[config.mk]
export PLATFORM = sky130hd
export DESIGN_NAME = clkg_controller
export DESIGN_NICKNAME = d
export VERILOG_FILES = /design/src/rtl/clkg_pkg.sv /design/src/rtl/clkg_div_if.sv /design/src/rtl/clkg_controller.sv /design/src/rtl/clkg_divider.sv
export VERILOG_INCLUDE_DIRS = /design/src /design/src/rtl
export SDC_FILE = /design/constraint.sdc
export NUM_CORES = 1
export LEC_CHECK = 0
export BUFFER_PORTS_ARGS = -buffer_cell sky130_fd_sc_hd__buf_2
export CELL_PAD_IN_SITES_DETAIL_PLACEMENT = 1
export CELL_PAD_IN_SITES_GLOBAL_PLACEMENT = 2
export CORE_ASPECT_RATIO = 0.75
export CORE_MARGIN = 8
export CORE_UTILIZATION = 33
export DETAILED_ROUTE_END_ITERATION = 8
export GPL_ROUTABILITY_DRIVEN = 0
export PLACE_DENSITY = 0.89
export SYNTH_ARGS = -nofsm -noshare
export SYNTH_HDL_FRONTEND = slang
export SYNTH_SLANG_ARGS = --single-unit
[constraint.sdc]
create_clock -name core_clk -period 2.55 [get_ports core_clk]
set_input_delay 0.51 -clock core_clk [delete_from_list [all_inputs] [get_ports core_clk]]
set_output_delay 0.51 -clock core_clk [all_outputs]
set_load 0.03 [all_outputs]
[src/rtl/clkg_consts.svh]
// register offsets, field positions, reset values and timing counts of the clock generator
`ifndef CLKG_CONSTS_SVH
`define CLKG_CONSTS_SVH

`define CLKG_ADDR_CSR        32'h01b7_c100
`define CLKG_ADDR_MULT       32'h01b7_c110
`define CLKG_ADDR_PRE_DIV    32'h01b7_c114
`define CLKG_ADDR_CORE_DIV   32'h01b7_c118
`define CLKG_ADDR_PERIPH_DIV 32'h01b7_c11c
`define CLKG_ADDR_MEM_DIV    32'h01b7_c120
`define CLKG_ADDR_AUX_DIV    32'h01b7_c124

`define CLKG_CSR_SELECT_BIT  0
`define CLKG_CSR_PWRDN_BIT   1
`define CLKG_CSR_RESET_BIT   3
`define CLKG_CSR_STABLE_BIT  6

`define CLKG_DIV_EN_BIT      15
`define CLKG_DIV_RATIO_MSB   4

`define CLKG_MULT_RESET      5'h07
`define CLKG_MULT_MIN        5'h04
`define CLKG_PRE_RATIO_RESET    5'h00
`define CLKG_CORE_RATIO_RESET   5'h00
`define CLKG_PERIPH_RATIO_RESET 5'h01
`define CLKG_MEM_RATIO_RESET    5'h01
`define CLKG_AUX_RATIO_RESET    5'h07

`define CLKG_GBL_PERIPH_OUT_EN_BIT 3
`define CLKG_GBL_MEM_OUT_EN_BIT    5
`define CLKG_CFG_MEM_SRC_BIT       4

`define CLKG_OSC_STABLE_TICKS 16'h1000

`endif

[src/rtl/clkg_pkg.sv]
// types shared by the clock generator modules
package clkg_pkg;
   typedef enum logic [2:0] {
      CLKG_DIV_PRE,
      CLKG_DIV_CORE,
      CLKG_DIV_PERIPH,
      CLKG_DIV_MEM,
      CLKG_DIV_AUX
   } clkg_div_idx_t;

   localparam int CLKG_NUM_DIV = 5;

   typedef logic [4:0] clkg_ratio_t;

   typedef struct packed {
      clkg_ratio_t cur_ratio;
      clkg_ratio_t count;
      logic        out_tick;
   } clkg_div_state_t;
endpackage : clkg_pkg

[src/rtl/clkg_div_if.sv]
// control and tick signals between the controller and one divider
`timescale 1ns/10ps
interface clkg_div_if;
   import clkg_pkg::*;
   logic        in_tick;
   logic        enable;
   clkg_ratio_t ratio;
   logic        out_tick;
   modport ctl (output in_tick, output enable, output ratio, input out_tick);
   modport div (input in_tick, input enable, input ratio, output out_tick);
endinterface : clkg_div_if

[src/rtl/clkg_controller.sv]
// clock generator controller: registers, reference select, dividers and clock pins
`timescale 1ns/10ps
`include "clkg_consts.svh"
module clkg_controller
   import clkg_pkg::*;
#(
   parameter logic [15:0] OSC_STABLE_TICKS = `CLKG_OSC_STABLE_TICKS
)
(
   input  wire logic        core_clk,
   input  wire logic        rst_n,
   input  wire logic [31:0] reg_addr,
   input  wire logic        reg_wr,
   input  wire logic        reg_rd,
   input  wire logic [31:0] reg_wdata,
   output logic [31:0]      reg_rdata,
   input  wire logic        ref_tick,
   input  wire logic        pll_out_tick,
   input  wire logic        mem_clock_in_pin,
   input  wire logic [31:0] device_config_reg,
   input  wire logic [31:0] mem_global_control,
   output logic             pll_ref_tick,
   output logic             pll_reset_ctl,
   output logic             pll_power_down,
   output logic [4:0]       pll_multiplier,
   output logic             core_clock,
   output logic             periph_bus_clock,
   output logic             mem_iface_clock,
   output logic             periph_clock_pin,
   output logic             aux_clock_pin,
   output logic             mem_clock_out_pin
);
   typedef struct packed {
      logic                                 pll_select;
      logic                                 sel_active;
      logic                                 pll_power_down;
      logic                                 pll_reset_ctl;
      clkg_ratio_t                          mult;
      logic [CLKG_NUM_DIV-1:0]              div_en;
      logic [CLKG_NUM_DIV-1:0][4:0]         div_ratio;
      logic                                 stable;
      logic [15:0]                          osc_cnt;
      logic [31:0]                          rdata;
      logic                                 periph_pin;
      logic                                 aux_pin;
      logic                                 mem_pin;
   } clkg_ctl_state_t;

   localparam logic [CLKG_NUM_DIV-1:0][4:0] RATIO_RESET = {
      `CLKG_AUX_RATIO_RESET, `CLKG_MEM_RATIO_RESET, `CLKG_PERIPH_RATIO_RESET,
      `CLKG_CORE_RATIO_RESET, `CLKG_PRE_RATIO_RESET};

   clkg_ctl_state_t st;
   clkg_ctl_state_t next_st;
   logic            hf_tick;
   logic [CLKG_NUM_DIV-1:0] div_tick;

   clkg_div_if dif [CLKG_NUM_DIV] ();

   // selected high-frequency reference
   assign hf_tick = st.sel_active ? pll_out_tick : ref_tick;

   // one divider each: prescaler, core, peripheral, memory, auxiliary
   generate
      for (genvar i = 0; i < CLKG_NUM_DIV; i++) begin : g_div
         // prescaler and auxiliary divide the raw input, the rest the reference
         assign dif[i].in_tick = (i == int'(CLKG_DIV_PRE) || i == int'(CLKG_DIV_AUX)) ? ref_tick : hf_tick;
         assign dif[i].enable  = st.div_en[i];
         assign dif[i].ratio   = st.div_ratio[i];
         assign div_tick[i]    = dif[i].out_tick;
         clkg_divider u_div (
            .core_clk (core_clk),
            .rst_n    (rst_n),
            .dif      (dif[i])
         );
      end
   endgenerate

   function automatic logic [31:0] div_word(input logic en, input logic [4:0] r);
      div_word = {16'h0000, en, 10'h000, r};
   endfunction : div_word

   always_comb begin
      logic [2:0] widx;
      logic       wsel;
      next_st       = st;
      widx          = 3'h0;
      wsel          = 1'b0;
      next_st.rdata = 32'h0000_0000;

      // oscillator settle counter on input ticks
      if (!st.stable && ref_tick) begin
         if (st.osc_cnt >= OSC_STABLE_TICKS - 16'h0001) begin
            next_st.stable = 1'b1;
         end else begin
            next_st.osc_cnt = st.osc_cnt + 16'h0001;
         end
      end

      // select changes only on an input tick, so no half period is cut
      if (ref_tick) begin
         next_st.sel_active = st.pll_select;
      end

      unique case (reg_addr)
         `CLKG_ADDR_PRE_DIV:    begin widx = 3'(CLKG_DIV_PRE);    wsel = 1'b1; end
         `CLKG_ADDR_CORE_DIV:   begin widx = 3'(CLKG_DIV_CORE);   wsel = 1'b1; end
         `CLKG_ADDR_PERIPH_DIV: begin widx = 3'(CLKG_DIV_PERIPH); wsel = 1'b1; end
         `CLKG_ADDR_MEM_DIV:    begin widx = 3'(CLKG_DIV_MEM);    wsel = 1'b1; end
         `CLKG_ADDR_AUX_DIV:    begin widx = 3'(CLKG_DIV_AUX);    wsel = 1'b1; end
         default:               begin widx = 3'h0;                wsel = 1'b0; end
      endcase

      if (reg_wr) begin
         if (reg_addr == `CLKG_ADDR_CSR) begin
            // only bits 3, 1, 0 are writable; reserved and stable ignore writes
            next_st.pll_select     = reg_wdata[`CLKG_CSR_SELECT_BIT];
            next_st.pll_power_down = reg_wdata[`CLKG_CSR_PWRDN_BIT];
            next_st.pll_reset_ctl  = reg_wdata[`CLKG_CSR_RESET_BIT];
         end else if (reg_addr == `CLKG_ADDR_MULT) begin
            // reserved multiplier codes are refused, old value kept
            if (reg_wdata[4:0] >= `CLKG_MULT_MIN) begin
               next_st.mult = reg_wdata[4:0];
            end
         end else if (wsel) begin
            next_st.div_en[widx]    = reg_wdata[`CLKG_DIV_EN_BIT];
            next_st.div_ratio[widx] = reg_wdata[`CLKG_DIV_RATIO_MSB:0];
         end
      end

      if (reg_rd) begin
         if (reg_addr == `CLKG_ADDR_CSR) begin
            next_st.rdata[`CLKG_CSR_SELECT_BIT] = st.pll_select;
            next_st.rdata[`CLKG_CSR_PWRDN_BIT]  = st.pll_power_down;
            next_st.rdata[`CLKG_CSR_RESET_BIT]  = st.pll_reset_ctl;
            next_st.rdata[`CLKG_CSR_STABLE_BIT] = st.stable;
         end else if (reg_addr == `CLKG_ADDR_MULT) begin
            next_st.rdata = {27'h000_0000, st.mult};
         end else if (wsel) begin
            next_st.rdata = div_word(st.div_en[widx], st.div_ratio[widx]);
         end
      end

      // peripheral pin: peripheral clock when both enables set
      next_st.periph_pin = div_tick[CLKG_DIV_PERIPH] & st.div_en[CLKG_DIV_PERIPH]
                           & mem_global_control[`CLKG_GBL_PERIPH_OUT_EN_BIT];
      // auxiliary pin straight from the input path, never through the pll
      next_st.aux_pin = div_tick[CLKG_DIV_AUX] & st.div_en[CLKG_DIV_AUX];
      // memory pin: internal memory clock or external input, gated by enable
      next_st.mem_pin = mem_global_control[`CLKG_GBL_MEM_OUT_EN_BIT]
                        & (device_config_reg[`CLKG_CFG_MEM_SRC_BIT] ? mem_clock_in_pin
                                                                  : div_tick[CLKG_DIV_MEM]);
   end

   always_ff @(posedge core_clk or negedge rst_n) begin
      if (!rst_n) begin
         st                <= '0;
         st.pll_reset_ctl  <= 1'b1;
         st.pll_power_down <= 1'b0;
         st.pll_select     <= 1'b0;
         st.mult           <= `CLKG_MULT_RESET;
         st.div_en         <= '1;
         st.div_ratio      <= RATIO_RESET;
      end else begin
         st <= next_st;
      end
   end

   assign reg_rdata         = st.rdata;
   assign pll_ref_tick      = div_tick[CLKG_DIV_PRE];
   assign pll_reset_ctl     = st.pll_reset_ctl;
   assign pll_power_down    = st.pll_power_down;
   assign pll_multiplier    = st.mult;
   assign core_clock        = div_tick[CLKG_DIV_CORE];
   assign periph_bus_clock  = div_tick[CLKG_DIV_PERIPH];
   assign mem_iface_clock   = div_tick[CLKG_DIV_MEM];
   assign periph_clock_pin  = st.periph_pin;
   assign aux_clock_pin     = st.aux_pin;
   assign mem_clock_out_pin = st.mem_pin;
endmodule : clkg_controller

[src/rtl/clkg_divider.sv]
// one programmable divider of a tick stream, ratio code n divides by n+1
`timescale 1ns/10ps
module clkg_divider
   import clkg_pkg::*;
(
   input  wire logic core_clk,
   input  wire logic rst_n,
   clkg_div_if.div   dif
);
   clkg_div_state_t st;
   clkg_div_state_t next_st;

   always_comb begin
      next_st          = st;
      next_st.out_tick = 1'b0;
      if (!dif.enable) begin
         // disabled divider stays silent and restarts cleanly
         next_st.count     = 5'h0_0;
         next_st.cur_ratio = dif.ratio;
      end else if (dif.in_tick) begin
         if (st.count >= st.cur_ratio) begin
            next_st.count     = 5'h0_0;
            next_st.out_tick  = 1'b1;
            // new ratio taken only at a period boundary, no short period
            next_st.cur_ratio = dif.ratio;
         end else begin
            next_st.count = st.count + 5'h0_1;
         end
      end
   end

   always_ff @(posedge core_clk or negedge rst_n) begin
      if (!rst_n) begin
         st <= '0;
      end else begin
         st <= next_st;
      end
   end

   assign dif.out_tick = st.out_tick;
endmodule : clkg_divider

* Word-level counts from Yosys, hierarchy flattened *
Index checks and enable logic that the tools add are counted.

storage, ports and cells
  flip-flop bits (word level) = 146
  input bits = 135
  word-level logic and storage cells = 138

operators by class
  add/subtract/negate cells = 6
  order comparisons = 9
  equality and inequality tests = 17
  mux-type cells = 53
  bitwise gates (word level) = 7
  reduce and logical (&&, ||, !) cells = 14

operators by type and width
  operator                                                     count
  == test 32 x 25 -> 1 bit (second input constant)             7
  two-way mux 32 bit                                           2
  two-way mux 5 bit                                            12
  two-way mux 11 bit                                           5
  two-way mux 10 bit                                           5
  adder 5 x 1 -> 5 bit (second input constant)                 5
  bitwise mux 25 bit                                           1
  >= comparator 5 bit                                          5
  two-way mux 25 bit                                           1
  two-way mux 1 bit                                            18
  adder 16 x 1 -> 16 bit (second input constant)               1
  >= comparator 16 x 12 -> 1 bit (second input constant)       1
  two-way mux 16 bit                                           1
  != test 2 x 1 -> 1 bit (second input constant)               8
  AND reduction 2 bit                                          8
  binary-select mux 5 bit (select 3 bit)                       1
  demux 5 bit (select 3 bit)                                   1
  one-hot mux 3 bit (4 select lines)                           1
  AND reduction 4 bit                                          2
  bitwise mux 5 bit                                            1
  >= comparator 5 x 3 -> 1 bit (second input constant)         1
  OR reduction 5 bit                                           1
  bitwise AND 1 bit                                            4
  less-than comparator 3 x 4 -> 1 bit (second input constant)  1
  other kinds (8)                                              13

* Longest topological paths before layout *
Gate-level depths: netlist of run 1.

  word-level depth = 8
  depth in mapped cells = 7
  gate-level depth less buffers = 7

* By module *
Synthesis of run 1 repeated with hierarchy kept, for this count alone.

second synthesis, totals
  cells, all modules = 715
  area total of the unflattened synthesis = 7516.0 um^2

by module, submodules not included
  module           times used  cells an instance  area an instance (um^2)
  clkg_divider     5           85                 817.0
  clkg_controller  1           290                3430.8

* Least setup slack after synthesis of run 1 *
OpenSTA, ideal clock, no wires.

  path kind = input port to flip-flop
  from = input port reg_addr[10]
  to = register st (netlist bit pll_multiplier[3])
  library setup time = 0.125 ns
  arrival time = 2.306 ns
  data required time = 2.425 ns
  setup slack = 0.119 ns
  stages on the path = 5
  buffers on the path = 0
  cell sequence = or4b_4 nor4_4 nand4_1 nor3_1 mux2_2

on the way
  longest elaborated chain between the ends = 3
  elaborated cells between the ends (all ways) = 4
  those cells by class = 2 x eq/ne; 1 x bitwise; 1 x reduce/logical

ends and longest elaborated chain
  item                                       RTL line                source
  start: declaration                         clkg_controller.sv:12   input wire logic [31:0] reg_addr,
  == test 32 x 25 -> 1 bit (no source line)  --
  NOT 1 bit (no source line)                 --
  AND reduction 4 bit (no source line) (*)   --
  end signal: assignment                     clkg_controller.sv:165  st <= next_st;
  end: declaration                           clkg_controller.sv:53   clkg_ctl_state_t st;

Every way passes the cells marked *; elsewhere a longest branch is shown, timed or not.
A chain may end at the register's enable or synchronous reset.

==> results list, run 1 <==
* Run status: finished clean
* Power after layout: between 4 and 5 mW
* Clk pin slew, worst setup/hold paths: ~0.060 ns
- Counting every instance in the synthesized netlist gives between 500 and 600.
* Drc violations: 0
* Depth of the worst register-to-register path: 7
* Classification of the worst-slack hold path: primary input to async pin
- Actual transition at the worst max-transition pin: 0.762 ns
* Hold Buf Count CTS: 0
- The share of the Yosys chip area taken by registers is around 49%.
* Remaining global-route overflow: 0
- Routed length per placed instance: around 19 um
* Total standard cell area after synthesis: between 6000 and 7000 sq um
- Clock skew after layout: about 0.016 ns
* Maximum number of pins on one net before global-route repair: 52
- Per report_power, the combinational group accounts for under 10% of the total.
- Share of synthesized flip-flops with an asynchronous set or reset: between 90% and 100%
* Shortest clock period the worst path allows after layout: ~2.4 ns
- The final route contains 4630 vias.
* Yosys top cell by area: dfrtp_1
- Max-slew violation count: 0
- The worst register-to-register path ends at g_div[4].u_div.st[1].
* Antenna violation net count after detailed routing: 0
- The die covers 23600 sq um.
* PwrDens: 650 nW/um^2
- Site row count: 43
- Post-synth top cells: dfrtp_1 (107), mux2_2 (68), buf_4 (37)
* Total detailed-routing wirelength: 17000 um
- STA classifies the critical path endpoint as a flip-flop.
- The netlist uses between 60 and 70 different library cells.
- Worst setup slack after placement: -0.136 ns
* Worst path required time: between 2 and 3 ns
- I/O pins: ~180
* Number of warning messages in the yosys log: 0
- Number of synthesized flops with an enable pin: 0
- Source of the critical timing path: reg_addr[10]
* Most common cell in the netlist: dfrtp_1
* Post-detail-place hpwl: about 13000 um
- Max-cap violations in this run came to 0.
* Data arrival time of the critical path: about 2.7 ns
- Dividing the final minimum period by the clock period gives between 90% and 100%.
- R2R Setup Slk: 0.22 ns
* Type of the setup path with the least slack: primary input to flip-flop
- The clock tree synthesis step divided the H-tree into 4 levels.
* Wire length of the first global-routing pass: 28400 um
* Clock network fraction of total power: between 50 and 60%
- Sequential cells account for roughly two fifths of the total power.
- Across all setup checks in the final design, the least slack found is about 0.17 ns.
* Clock tree from TritonCTS: built
- Via count of the first global-routing pass: ~5400
- Net switching is 23.4% of the power.
- Number of register bits inferred by synthesis: ~120
- Worst IR Drop VDD: approximately 0.48 mV
* Count of nets after finishing: 811
* TritonCTS buffer count: 17
- Top-area cell type share of the netlist area: a little over two fifths
* IO Port Bufs: 68
- Fraction of layout instances using a drive strength above 1: around a third
* Maximum fanout along the worst path: 6
- By area the synthesized netlist is led by dfrtp_1 (43%), mux2_2 (12%), ha_1 (6.2%).
- For this design the static power due to leakage is about 3.6 nW.
- Clock tree root driver cell: clkbuf_16
- The clock passes through at most 2 buffers.
- Maximum clock rate: approximately 420 MHz
* Initial core utilization: between 30 and 40%
- Global routing used 15.2% of the available tracks.
- Net switching power figure: between 1 and 1.5 mW
- Internal Pwr Total: 3.75 mW
- Startpoint class of the critical path: primary input
- Number of clock sinks: 121
* Setup repair after global routing missed its margin: false
- Core Area: between 15000 and 20000 sq um
* Number of endpoints with negative hold slack in the final report: 0
* Final number of setup-violating endpoints: 0
* Count of routing violations after the opening detailed-route iteration: 191
- Startpoint of the most critical register-to-register path: g_div[4].u_div.st[1]
- Clock latency on the worst-skew pair: between 0.4 and 0.5 ns
- The die is between 100 and 150 um tall.
- Via-to-Cell Ratio: approximately 5
* Width of the die: 175 um
- Antenna violations before repair: 0
- Avg Synthesized Cell Area: 11.3 sq um
* Worst max-slew margin expressed relative to the limit: about half
- The first detailed-routing pass ran for 4 iterations.
- Layout area overhead: 20.7%
- Count of antenna diodes in the layout: 0
- Predominant post-synthesis flop cell: dfrtp_1
-- power groups by stage --
stage | Combinational, mW | Clock, mW | Sequential (mW)
4_1_cts | 0.337 | 2.58 | 2.03
6_report | 0.334 | 2.53 | 2.03
3_3_place_gp | 0.310 | 0 | 2.05
5_1_grt | 0.366 | 2.67 | 2.04
2_1_floorplan | 0.205 | 0 | 2.05
3_5_place_dp | 0.332 | 0 | 2.06
-- worst max path at each step --
stage	end	slack [ns]	depth (start not counted)
detailed placement	reg_rdata[1]	-0.14	8
global route	g_div[4].u_div.st[1]	0.05	7
finish	reg_rdata[3]	0.17	8
global placement	reg_rdata[3]	-0.13	8
floorplan	pll_multiplier[3]	0.12	5
CTS	reg_rdata[3]	0.18	8
-- worst max-delay path: stages --
cell and delay, ns:
buf_2 0.10, or4b_4 0.54, nor4_4 0.32, nand4_1 0.16
buf_4 0.19, nor4_1 0.52, buf_4 0.21, o221a_2 0.19
-- metal layers --
metal / vias up / wire [um] / track usage, %
met1: 2333 / 7520 / 18.9
met4: 0 / 368 / 6.11
met3: 36 / 1030 / 4.60
li1: 2116 / - / -
met2: 145 / 8070 / 24.5
met5: - / 0 / 0
-- cells in the final DEF (no fill, tap or decap), types with 4 or more instances in the layout --
cell and instances:
dfrtp_1 107, mux2_2 68, buf_2 67, inv_1 35, nand2_1 32, ha_1 31, conb_1 25, buf_4 23
nor2_1 19, o21ai_0 19, nand3_1 18, clkbuf_16 17, dfstp_2 14, a21oi_1 13, o22ai_1 11, and2_1 9
xor2_1 9, and3_1 8, nor2b_1 8, nand4_1 8, a21o_1 8, xnor2_1 8, nor4_1 6, a31oi_1 6
nand2b_1 5, or2_2 4, a22o_1 4, bufinv_16 4, clkinvlp_4 4
-- cell type report --
cell class / instances / area [sq um]
flip-flops and latches: 121 / 3050
fillers: 2109 / 11000
multi-input cells: 377 / 2850
well taps: 247 / 309
inverters: 35 / 131
clock inverters: 12 / 174
clock buffers: 20 / 447
repair buffers: 93 / 568
-- state kept, by name, indices dropped and copies added, names as in the netlist --
name and flops:
st 19, aux_clock_pin 1, dif.ratio 25, pll_reset_ctl 1, dif.enable 5, reg_rdata 7
g_div.u_div.dif.out_tick 5, mem_clock_out_pin 1, pll_multiplier 5, pll_power_down 1, periph_clock_pin 1, g_div.u_div.st 50
-- kinds of logic (layout without fill, tap and decap cells) --
family	count (synthesis)	count (layout)	synth area share, %
DFF	121	121	48.9
muxes	70	70	12.6
AOI/OAI and AO/OA	91	91	9.90
buffers and inverters	79	160	6.99
adders and majority gates	31	31	6.22
xor gates and xnor gates	17	17	2.39
and+or+nand+nor	143	143	13.0
other	1	25	0.0602
-- what timing repair did --
| action | CTS | global route |
|---|---|---|
| endpoints found under the setup margin | 0 | 2 |
| hold endpoints to repair | 0 | 0 |
| resized for setup | 0 | 2 |
| setup buffers | 0 | 0 |
-- per-stage QoR --
stage	instances	instance area, sq um	setup TNS, ns	utilization (%)	hold slack (ns)
6_report	905	7520	0	40.6	0.156
5_1_grt	905	7520	0	40.6	0.195
4_1_cts	905	7520	0	40.6	0.175
3_5_place_dp	873	6900	-0.723	37.3	0.372
3_3_place_gp	873	6900	-0.428	37.3	0.366
2_1_floorplan	577	6320	0	-	0.214
Note: power is estimated with default switching activity, not from simulation.
==> inputs of run 2 (changes only) <==
--- a/config.mk
+++ b/config.mk
@@ -11,10 +11,12 @@
 export CELL_PAD_IN_SITES_GLOBAL_PLACEMENT = 2
 export CORE_ASPECT_RATIO = 0.75
 export CORE_MARGIN = 8
-export CORE_UTILIZATION = 33
+export CORE_UTILIZATION = 34
 export DETAILED_ROUTE_END_ITERATION = 8
 export GPL_ROUTABILITY_DRIVEN = 0
+export MAX_ROUTING_LAYER = met4
 export PLACE_DENSITY = 0.89
 export SYNTH_ARGS = -nofsm -noshare
 export SYNTH_HDL_FRONTEND = slang
+export SYNTH_HIERARCHICAL = 1
 export SYNTH_SLANG_ARGS = --single-unit
==> run 2 against run 1 <==
Final area rose by 15%. Combinational power rose by 6%. Via count rose by 28%. Worst setup slack improved by 0.24 ns. Critical path depth fell by 1. Core utilization fell by 1.0 points. Area after synthesis rose by 21%. Synthesized cell count rose by 29%. Fmax rose by 11%. Register-to-register slack improved by 0.34 ns. Die area rose by 15%. Clock skew fell by 0.0022 ns. Highest routed layer unchanged.
==> results list, run 2 <==
* Flip-flop count of the largest register after layout: 50
- From bottom edge to top edge, the die measures approximately 140 um.
- The flow ran to the end, and the final reports show no timing, DRC or antenna violations.
- STA puts the critical path data arrival time at approximately 2.4 ns.
- PwrDens: 560 nW/um^2
- Number of synthesized flops with an enable pin: 0
- Counting along the longest clock path gives a buffer depth of 2.
- The netlist uses 66 different library cells.
- Total detailed-routing wirelength: about 21000 um
- Vias after detailed routing: between 5000 and 6000
- After filler insertion, the fill cell instance count of the layout stands at approximately 2500.
* Clk pin slew, worst setup/hold paths: approximately 0.06 ns
* Count of routing violations after the opening detailed-route iteration: ~320
- Multi-input combinational cell area: 3990 sq um
- After synthesis, flip-flops and latches occupy 40.5% of the total area.
* Number of warning messages in the yosys log: 6
- CTS built an H-tree with a depth of 4.
- The count of cells in the finished layout, fillers not included, comes to between 1000 and 1500.
* Leakage component of the power: about 4 nW
* Clock tree from TritonCTS: built
- R2R Setup Slk: around 0.56 ns
- Worst IR Drop VDD: approximately 0.43 mV
* Setup repair after global routing missed its margin: false
- Worst path required time: roughly 2.9 ns
- Measured along the x axis, the die boundary spans 188 um.
- Startpoint of the most critical register-to-register path: st[49]
- For this design, the CTS-stage hold fixing added 0 buffers.
- Number of gates given a new drive strength after cts: 0
- Initial core utilization: 34.4%
- List of cells traversed by the critical path: buf_2 > or4b_4 > nor4_4 > and3_1 > buf_12 > nand2b_1 > mux2_4
- The synthesized netlist occupies a cell area of between 7000 and 8000 sq um.
- After synthesis, the cell types taking the most area are dfrtp_1 (36%), ha_1 (5.2%), dfstp_2 (4.9%).
* Total global routing track utilization: between 10% and 20%
- IO Port Bufs: 68
- Maximum clock rate: 468 MHz
* Register Area: 3050 sq um
- Share of synthesized flip-flops with an asynchronous set or reset: between 90% and 100%
* Antenna violations before repair: 0
* Layout area overhead: 15.3%
* Area of the die: ~27000 sq um
* Clock tree root driver cell: clkbuf_16
- Actual transition at the worst max-transition pin: 0.636 ns
- The floorplan has 47 rows.
- By count the netlist is led by dfrtp_1 (107), nand2_1 (52), nand3_1 (41).
- Final cycle utilization of the critical path: 83.7%
- Post-Synthesis Cells: 715
- Source of the critical timing path: reg_addr[10]
* Number of violations of the max-capacitance limit: 0
- Most used cells in the layout excluding fill and tap cells: dfrtp_1 (107), buf_2 (67), nand2_1 (52)
- Power after layout: 4.86 mW
- Most common cell in the netlist: dfrtp_1
* Clock skew after layout: ~0.014 ns
- The synthesized design devotes to its leading area cell type between 30% and 40% of total area.
- The worst setup path is captured at a flip-flop.
- Counting flops per register, the top entry is g_div.u_div/st.
* Slowest stage cell on the critical path: or4b_4
* Via-to-Cell Ratio: between 5 and 6
- Entering global routing, the biggest net connects 45 pins.
- Final number of setup-violating endpoints: 0
- Shortest clock period the worst path allows after layout: 2.14 ns
* Clock latency on the worst-skew pair: between 0.4 and 0.5 ns
- I/O pins: 181
* Antenna violation net count after detailed routing: 0
- Counting every sink on the clock net gives between 100 and 150.
- The worst register-to-register path has a depth of 5.
- The worst setup path is launched from a primary input.
* Number of gates on the worst path with buffers counted: 7
- In this run the tightest slew margin relative to its limit is roughly 58%.
* Delay of the slowest critical-path stage: 0.54 ns
- TritonCTS buffer count: 17
- In this run the worst hold path is classified as primary input to async pin.
- In this run the worst path has a maximum fanout of 7.
* Most common library cell in the layout ignoring fill and taps: dfrtp_1
- Together, buffers and inverters on the worst path number 2.
* Number of placed instances with taps included: 1057
* Max-slew violation count: 0
- The first global-routing pass estimated around 34000 um of wire.
* Drc violations: 0
- Predominant post-synthesis flop cell: dfrtp_1
- Averaged over all synthesized cells, the footprint is between 10 and 15 sq um.
- Number of register bits inferred by synthesis: 121
- Yosys top cell by area: dfrtp_1
* Remaining global-route overflow: 0
- The number of failing hold endpoints at the final stage was 0.
* Type of the setup path with the least slack: primary input to flip-flop
- The final layout contains around 950 nets.
* Category of cells accounting for the largest share of critical-path delay: simple AND/OR/NAND/NOR gates
* Post-detail-place hpwl: about 15000 um
- The number of global-route vias before repair came to between 6000 and 7000.
- Routed length per placed instance: roughly 19 um
- 0 antenna diodes ended up in the layout.
* Fraction of layout instances using a drive strength above 1: 31.1%
- Initial DRT Pass Iterations: 5
- The number of setup buffers added after CTS is 0.
* Core Area: ~22000 sq um
run 2: changes by cell type after synthesis, moves of 16 or more:
cell	change
nand3_1	+23
o2111ai_1	+29
nand4_1	+21
mux2_2	-49
buf_2	+16
nand2_1	+20
run 2: stage by stage:
| step | cell area, sq um | setup WS (ns) | TNS, ns | hold slack (ns) | utilization [%] |
|---|---|---|---|---|---|
| 2_1_floorplan | 7610 | 0.259 | 0 | 0.214 | - |
| 3_3_place_gp | 8080 | 0.0212 | 0 | 0.366 | 36.9 |
| 3_5_place_dp | 8080 | -0.00513 | -0.0160 | 0.369 | 36.9 |
| 4_1_cts | 8670 | 0.439 | 0 | 0.0739 | 39.6 |
| 5_1_grt | 8670 | 0.319 | 0 | 0.0982 | 39.6 |
| 6_report | 8670 | 0.414 | 0 | 0.0739 | 39.6 |
run 2: metal layers:
layer	wire, um	track usage, %	part of all wire [%]	up-vias
met5	0	-	0	-
met4	184	4.01	0.89	0
met3	826	3.40	4.0	13
met2	9520	24.5	46	131
met1	10100	21.5	49	2999
li1	-	-	-	2773
run 2: area by class of cell:
class | instances | share of cell area [%]
multi-input combinational | 514 | 46.0
sequential | 121 | 35.1
timing repair buffer | 86 | 5.95
clock buffer | 17 | 4.91
tap | 294 | 4.24
clock inverter | 15 | 1.95
inverter | 42 | 1.82
run 2: cell families (layout without fill, tap and decap cells):
group,count (synthesis),count (layout),synth area share (%)
AO/OA/AOI/OAI,160,160,18.6
XOR/XNOR,15,15,1.75
adder cells (fa/ha/maj),31,31,5.16
buffers and inverters,104,160,7.61
flip-flops,121,121,40.5
multiplexers,43,43,6.99
other,1,25,0.0499
AND/OR/NAND/NOR,240,240,19.3
run 2: worst reg2reg max path, stage by stage, from the launching register on:
cell,delay (ns)
dfrtp_1,0.39
nor4_1,0.39
and3b_1,0.27
nand3b_1,0.29
nor4_1,0.41
xor2_1,0.18
run 2: power breakdown:
part           switching [mW]  internal [mW]
Combinational           0.240          0.113
Clock                    1.05           1.40
Sequential             0.0654           1.98
run 2: worst paths after layout:
check                                               to
hold reg to reg                                 st[48]
max in group asynchronous              dif[3].ratio[0]
setup reg to reg                                st[44]
hold / removal             g_div[1].u_div/dif.out_tick
setup / recovery                       dif[4].ratio[4]
min in group core_clk                     reg_rdata[6]
==> inputs of run 3 (changes only) <==
--- a/config.mk
+++ b/config.mk
@@ -11,11 +11,11 @@
 export CELL_PAD_IN_SITES_GLOBAL_PLACEMENT = 2
 export CORE_ASPECT_RATIO = 0.75
 export CORE_MARGIN = 8
-export CORE_UTILIZATION = 34
+export CORE_UTILIZATION = 31
 export DETAILED_ROUTE_END_ITERATION = 8
 export GPL_ROUTABILITY_DRIVEN = 0
 export MAX_ROUTING_LAYER = met4
-export PLACE_DENSITY = 0.89
+export PLACE_DENSITY = 0.86
 export SYNTH_ARGS = -nofsm -noshare
 export SYNTH_HDL_FRONTEND = slang
 export SYNTH_HIERARCHICAL = 1
==> constraint.sdc (replaced) <==
create_clock -name core_clk -period 1.7 [get_ports core_clk]
set_input_delay 0.34 -clock core_clk [delete_from_list [all_inputs] [get_ports core_clk]]
set_output_delay 0.34 -clock core_clk [all_outputs]
set_load 0.03 [all_outputs]
==> run 3 against run 2 <==
The flow now finishes with violations (negative setup slack). Critical path depth is 1 lower. Final area is 11% higher. Non-clock buffer count is 69 higher. Hold slack better by 0.067 ns. Clock skew is 0.0081 ns lower. Final cell count is 7.5% higher. Routed wire length is 9.5% higher. Highest routed layer unchanged.
==> results list, run 3 (synthesized netlist as in run 2, its figures left out) <==
- Counting the fill cells in the layout gives between 2000 and 3000.
* Initial core utilization: 31.4%
- The number of global-route vias before repair was about 6600.
* Power after layout: slightly below 8 mW
- Setup repair after global routing could not meet its margin everywhere.
* Number of clock sinks: around 120
- Registers take ~3000 sq um.
* Top register by number of flip-flops: g_div.u_div/st
* Worst path required time: 2.00 ns
- Maximum buffer depth of the clock tree: 2
* Classification of the worst-slack hold path: primary input to flip-flop
- From bottom edge to top edge, the die measures about 150 um.
- Final cycle utilization of the critical path: 105%
- Endpoint with the worst hold slack: mem_clock_out_pin
* HP Start: mem_global_control[5]
- Measured along the x axis, the die boundary spans 196 um.
- CP Capture Type: flip-flop
- Number of cells on the worst hold path: 2
- Via-to-Cell Ratio: roughly 5.4
- The run finished, with violations left.
* Area of the die: 29500 sq um
- Across all register-to-register paths, the minimum setup slack is -0.05 ns.
- Total detailed-routing wirelength: about 23000 um
* Vias after detailed routing: 6281
- Count of routing violations after the opening detailed-route iteration: 299
- The number of failing hold endpoints at the final stage was 0.
* Shortest clock period the worst path allows after layout: between 1.5 and 2 ns
* Startpoint of the most critical register-to-register path: st[49]
- Wire length of the first global-routing pass: roughly 37000 um
- Initial DRT Pass Iterations: 4
- After detailed routing, the number of remaining DRC violations is 0.
* Violations in the final reports: negative setup slack
- Core Area: around 24000 sq um
- Clock skew after layout: between 0.005 and 0.006 ns
- Number of violations of the max-capacitance limit: 0
* Depth of the worst register-to-register path: 6
- Once detail routing completed, the nets flagged for antenna violations numbered 0.
- The area growth from synthesis to layout is 28.6%.
- Summing all multi-input logic gate instances after layout gives 4380 sq um.
- Fraction of layout instances using a drive strength above 1: a little over two fifths
- Max-slew violation count: 0
- Actual transition at the worst max-transition pin: approximately 0.57 ns
- Most used cells in the layout excluding fill and tap cells: dfrtp_1 (107), buf_4 (81), buf_2 (65)
- The number of antenna violations at the first check in global routing is 1.
- STA classifies the critical path startpoint as a primary input.
* I/O pins: about 180
- Once layout is complete, the cells apart from fillers number about 1200.
- Detailed placement ended at an HPWL of between 15000 and 20000 um.
* Leakage component of the power: about 4.3 nW
- Setup ws final: -0.0902 ns
- Worst setup slack after placement: -0.627 ns
- The floorplan has just under 50 rows.
- Core utilization of the finished layout: around 40%
* Flip-flop count of the largest register after layout: 50
- Number of placed instances with taps included: ~1100
- The clock tree synthesis step divided the H-tree into 4 levels.
- Most common library cell in the layout ignoring fill and taps: dfrtp_1
* R2r endpoint: st[46]
* Data arrival time of the critical path: 2.09 ns
- Global routing finished with a remaining overflow of 0.
* Maximum fanout along the worst path: 6
* PwrDens: approximately 810 nW/um^2
- IO Port Bufs: 68
- The worst setup path is of the primary input to flip-flop kind.
* TritonCTS buffer count: 17
- Maximum number of pins on one net before global-route repair: 66
- Based on the critical path, the design can be clocked at up to around 560 MHz.
* Worst max-slew margin expressed relative to the limit: 61.4%
* Clock tree root driver cell: clkbuf_16
* Count of nets after finishing: a little over 1000
- TritonCTS built the clock tree.
- In the global route stage, overall resource usage came out at about 16%.
- Clock latency on the worst-skew pair: between 0.4 and 0.5 ns
- After clock tree synthesis, the clock-pin slew on the worst setup and hold paths is 0.06 ns.
- Routed length per placed instance: 19.3 um
- Final number of setup-violating endpoints: 20
* Worst IR Drop VDD: roughly 0.75 mV
## run 3: cell count changes in the layout (fill, tap and decap cells not counted), moves of 5 or more
| cell | delta |
|---|---|
| ha_4 | +5 |
| o2111ai_1 | -7 |
| nor4_1 | -7 |
| o2111ai_2 | +7 |
| buf_4 | +65 |
| a21o_4 | +5 |
| ha_1 | -6 |
| a21o_2 | -5 |
| mux2_4 | +9 |
| mux2_1 | -9 |
## run 3: cell type report
class                           instances  area share (%)
Antenna cell                            1          0.0259
Multi-Input combinational cell        514            45.3
Inverter                               42            1.63
Tap cell                              306            3.96
Clock buffer                           17            4.40
Clock inverter                         15            2.11
Timing Repair Buffer                  155            11.1
Sequential cell                       121            31.5
## run 3: worst max-delay path by stage
stage | startpoint | end
floorplan | reg_addr[25] | pll_multiplier[4]
global placement | reg_addr[25] | dif[4].ratio[4]
detailed placement | reg_addr[25] | dif[3].ratio[2]
CTS | reg_addr[12] | pll_multiplier[4]
global route | st[49] | st[46]
finish | reg_addr[10] | pll_multiplier[4]
## run 3: report_power, final
part	total (mW)	switching, mW	internal, mW
combinational	0.894	0.527	0.366
sequential	3.04	0.0709	2.97
clock	3.90	1.53	2.37
## run 3: what timing repair did
item / CTS / global route
pin swaps: 14 / 19
endpoints found under the hold margin: 107 / 0
setup endpoints to repair: 45 / 80
gates resized for setup: 25 / 37
hold buffers: 1 / 0
setup buffers: 4 / 11
## run 3: stage by stage
step	hold WS, ns	area (sq um)	TNS (ns)
global route	0.161	9660	-2.87
detailed placement	0.369	8570	-23.49
finish	0.141	9660	-0.477
floorplan	0.0444	7660	-10.46
CTS	0.128	9350	-0.291
global placement	0.366	8570	-21.83
## run 3: worst max-delay path, stage by stage
cell	delay [ns]
buf_6	0.09
or4b_4	0.53
nor4_4	0.23
and3_4	0.32
o311a_4	0.27
mux2_4	0.31
## run 3: metal layers
metal	share of wire [%]	track usage [%]	vias to the layer above
met5	0	-	-
li1	-	-	2912
met1	47	20.7	3211
met2	47	24.6	133
met4	1.3	4.12	0
met3	4.2	3.71	25
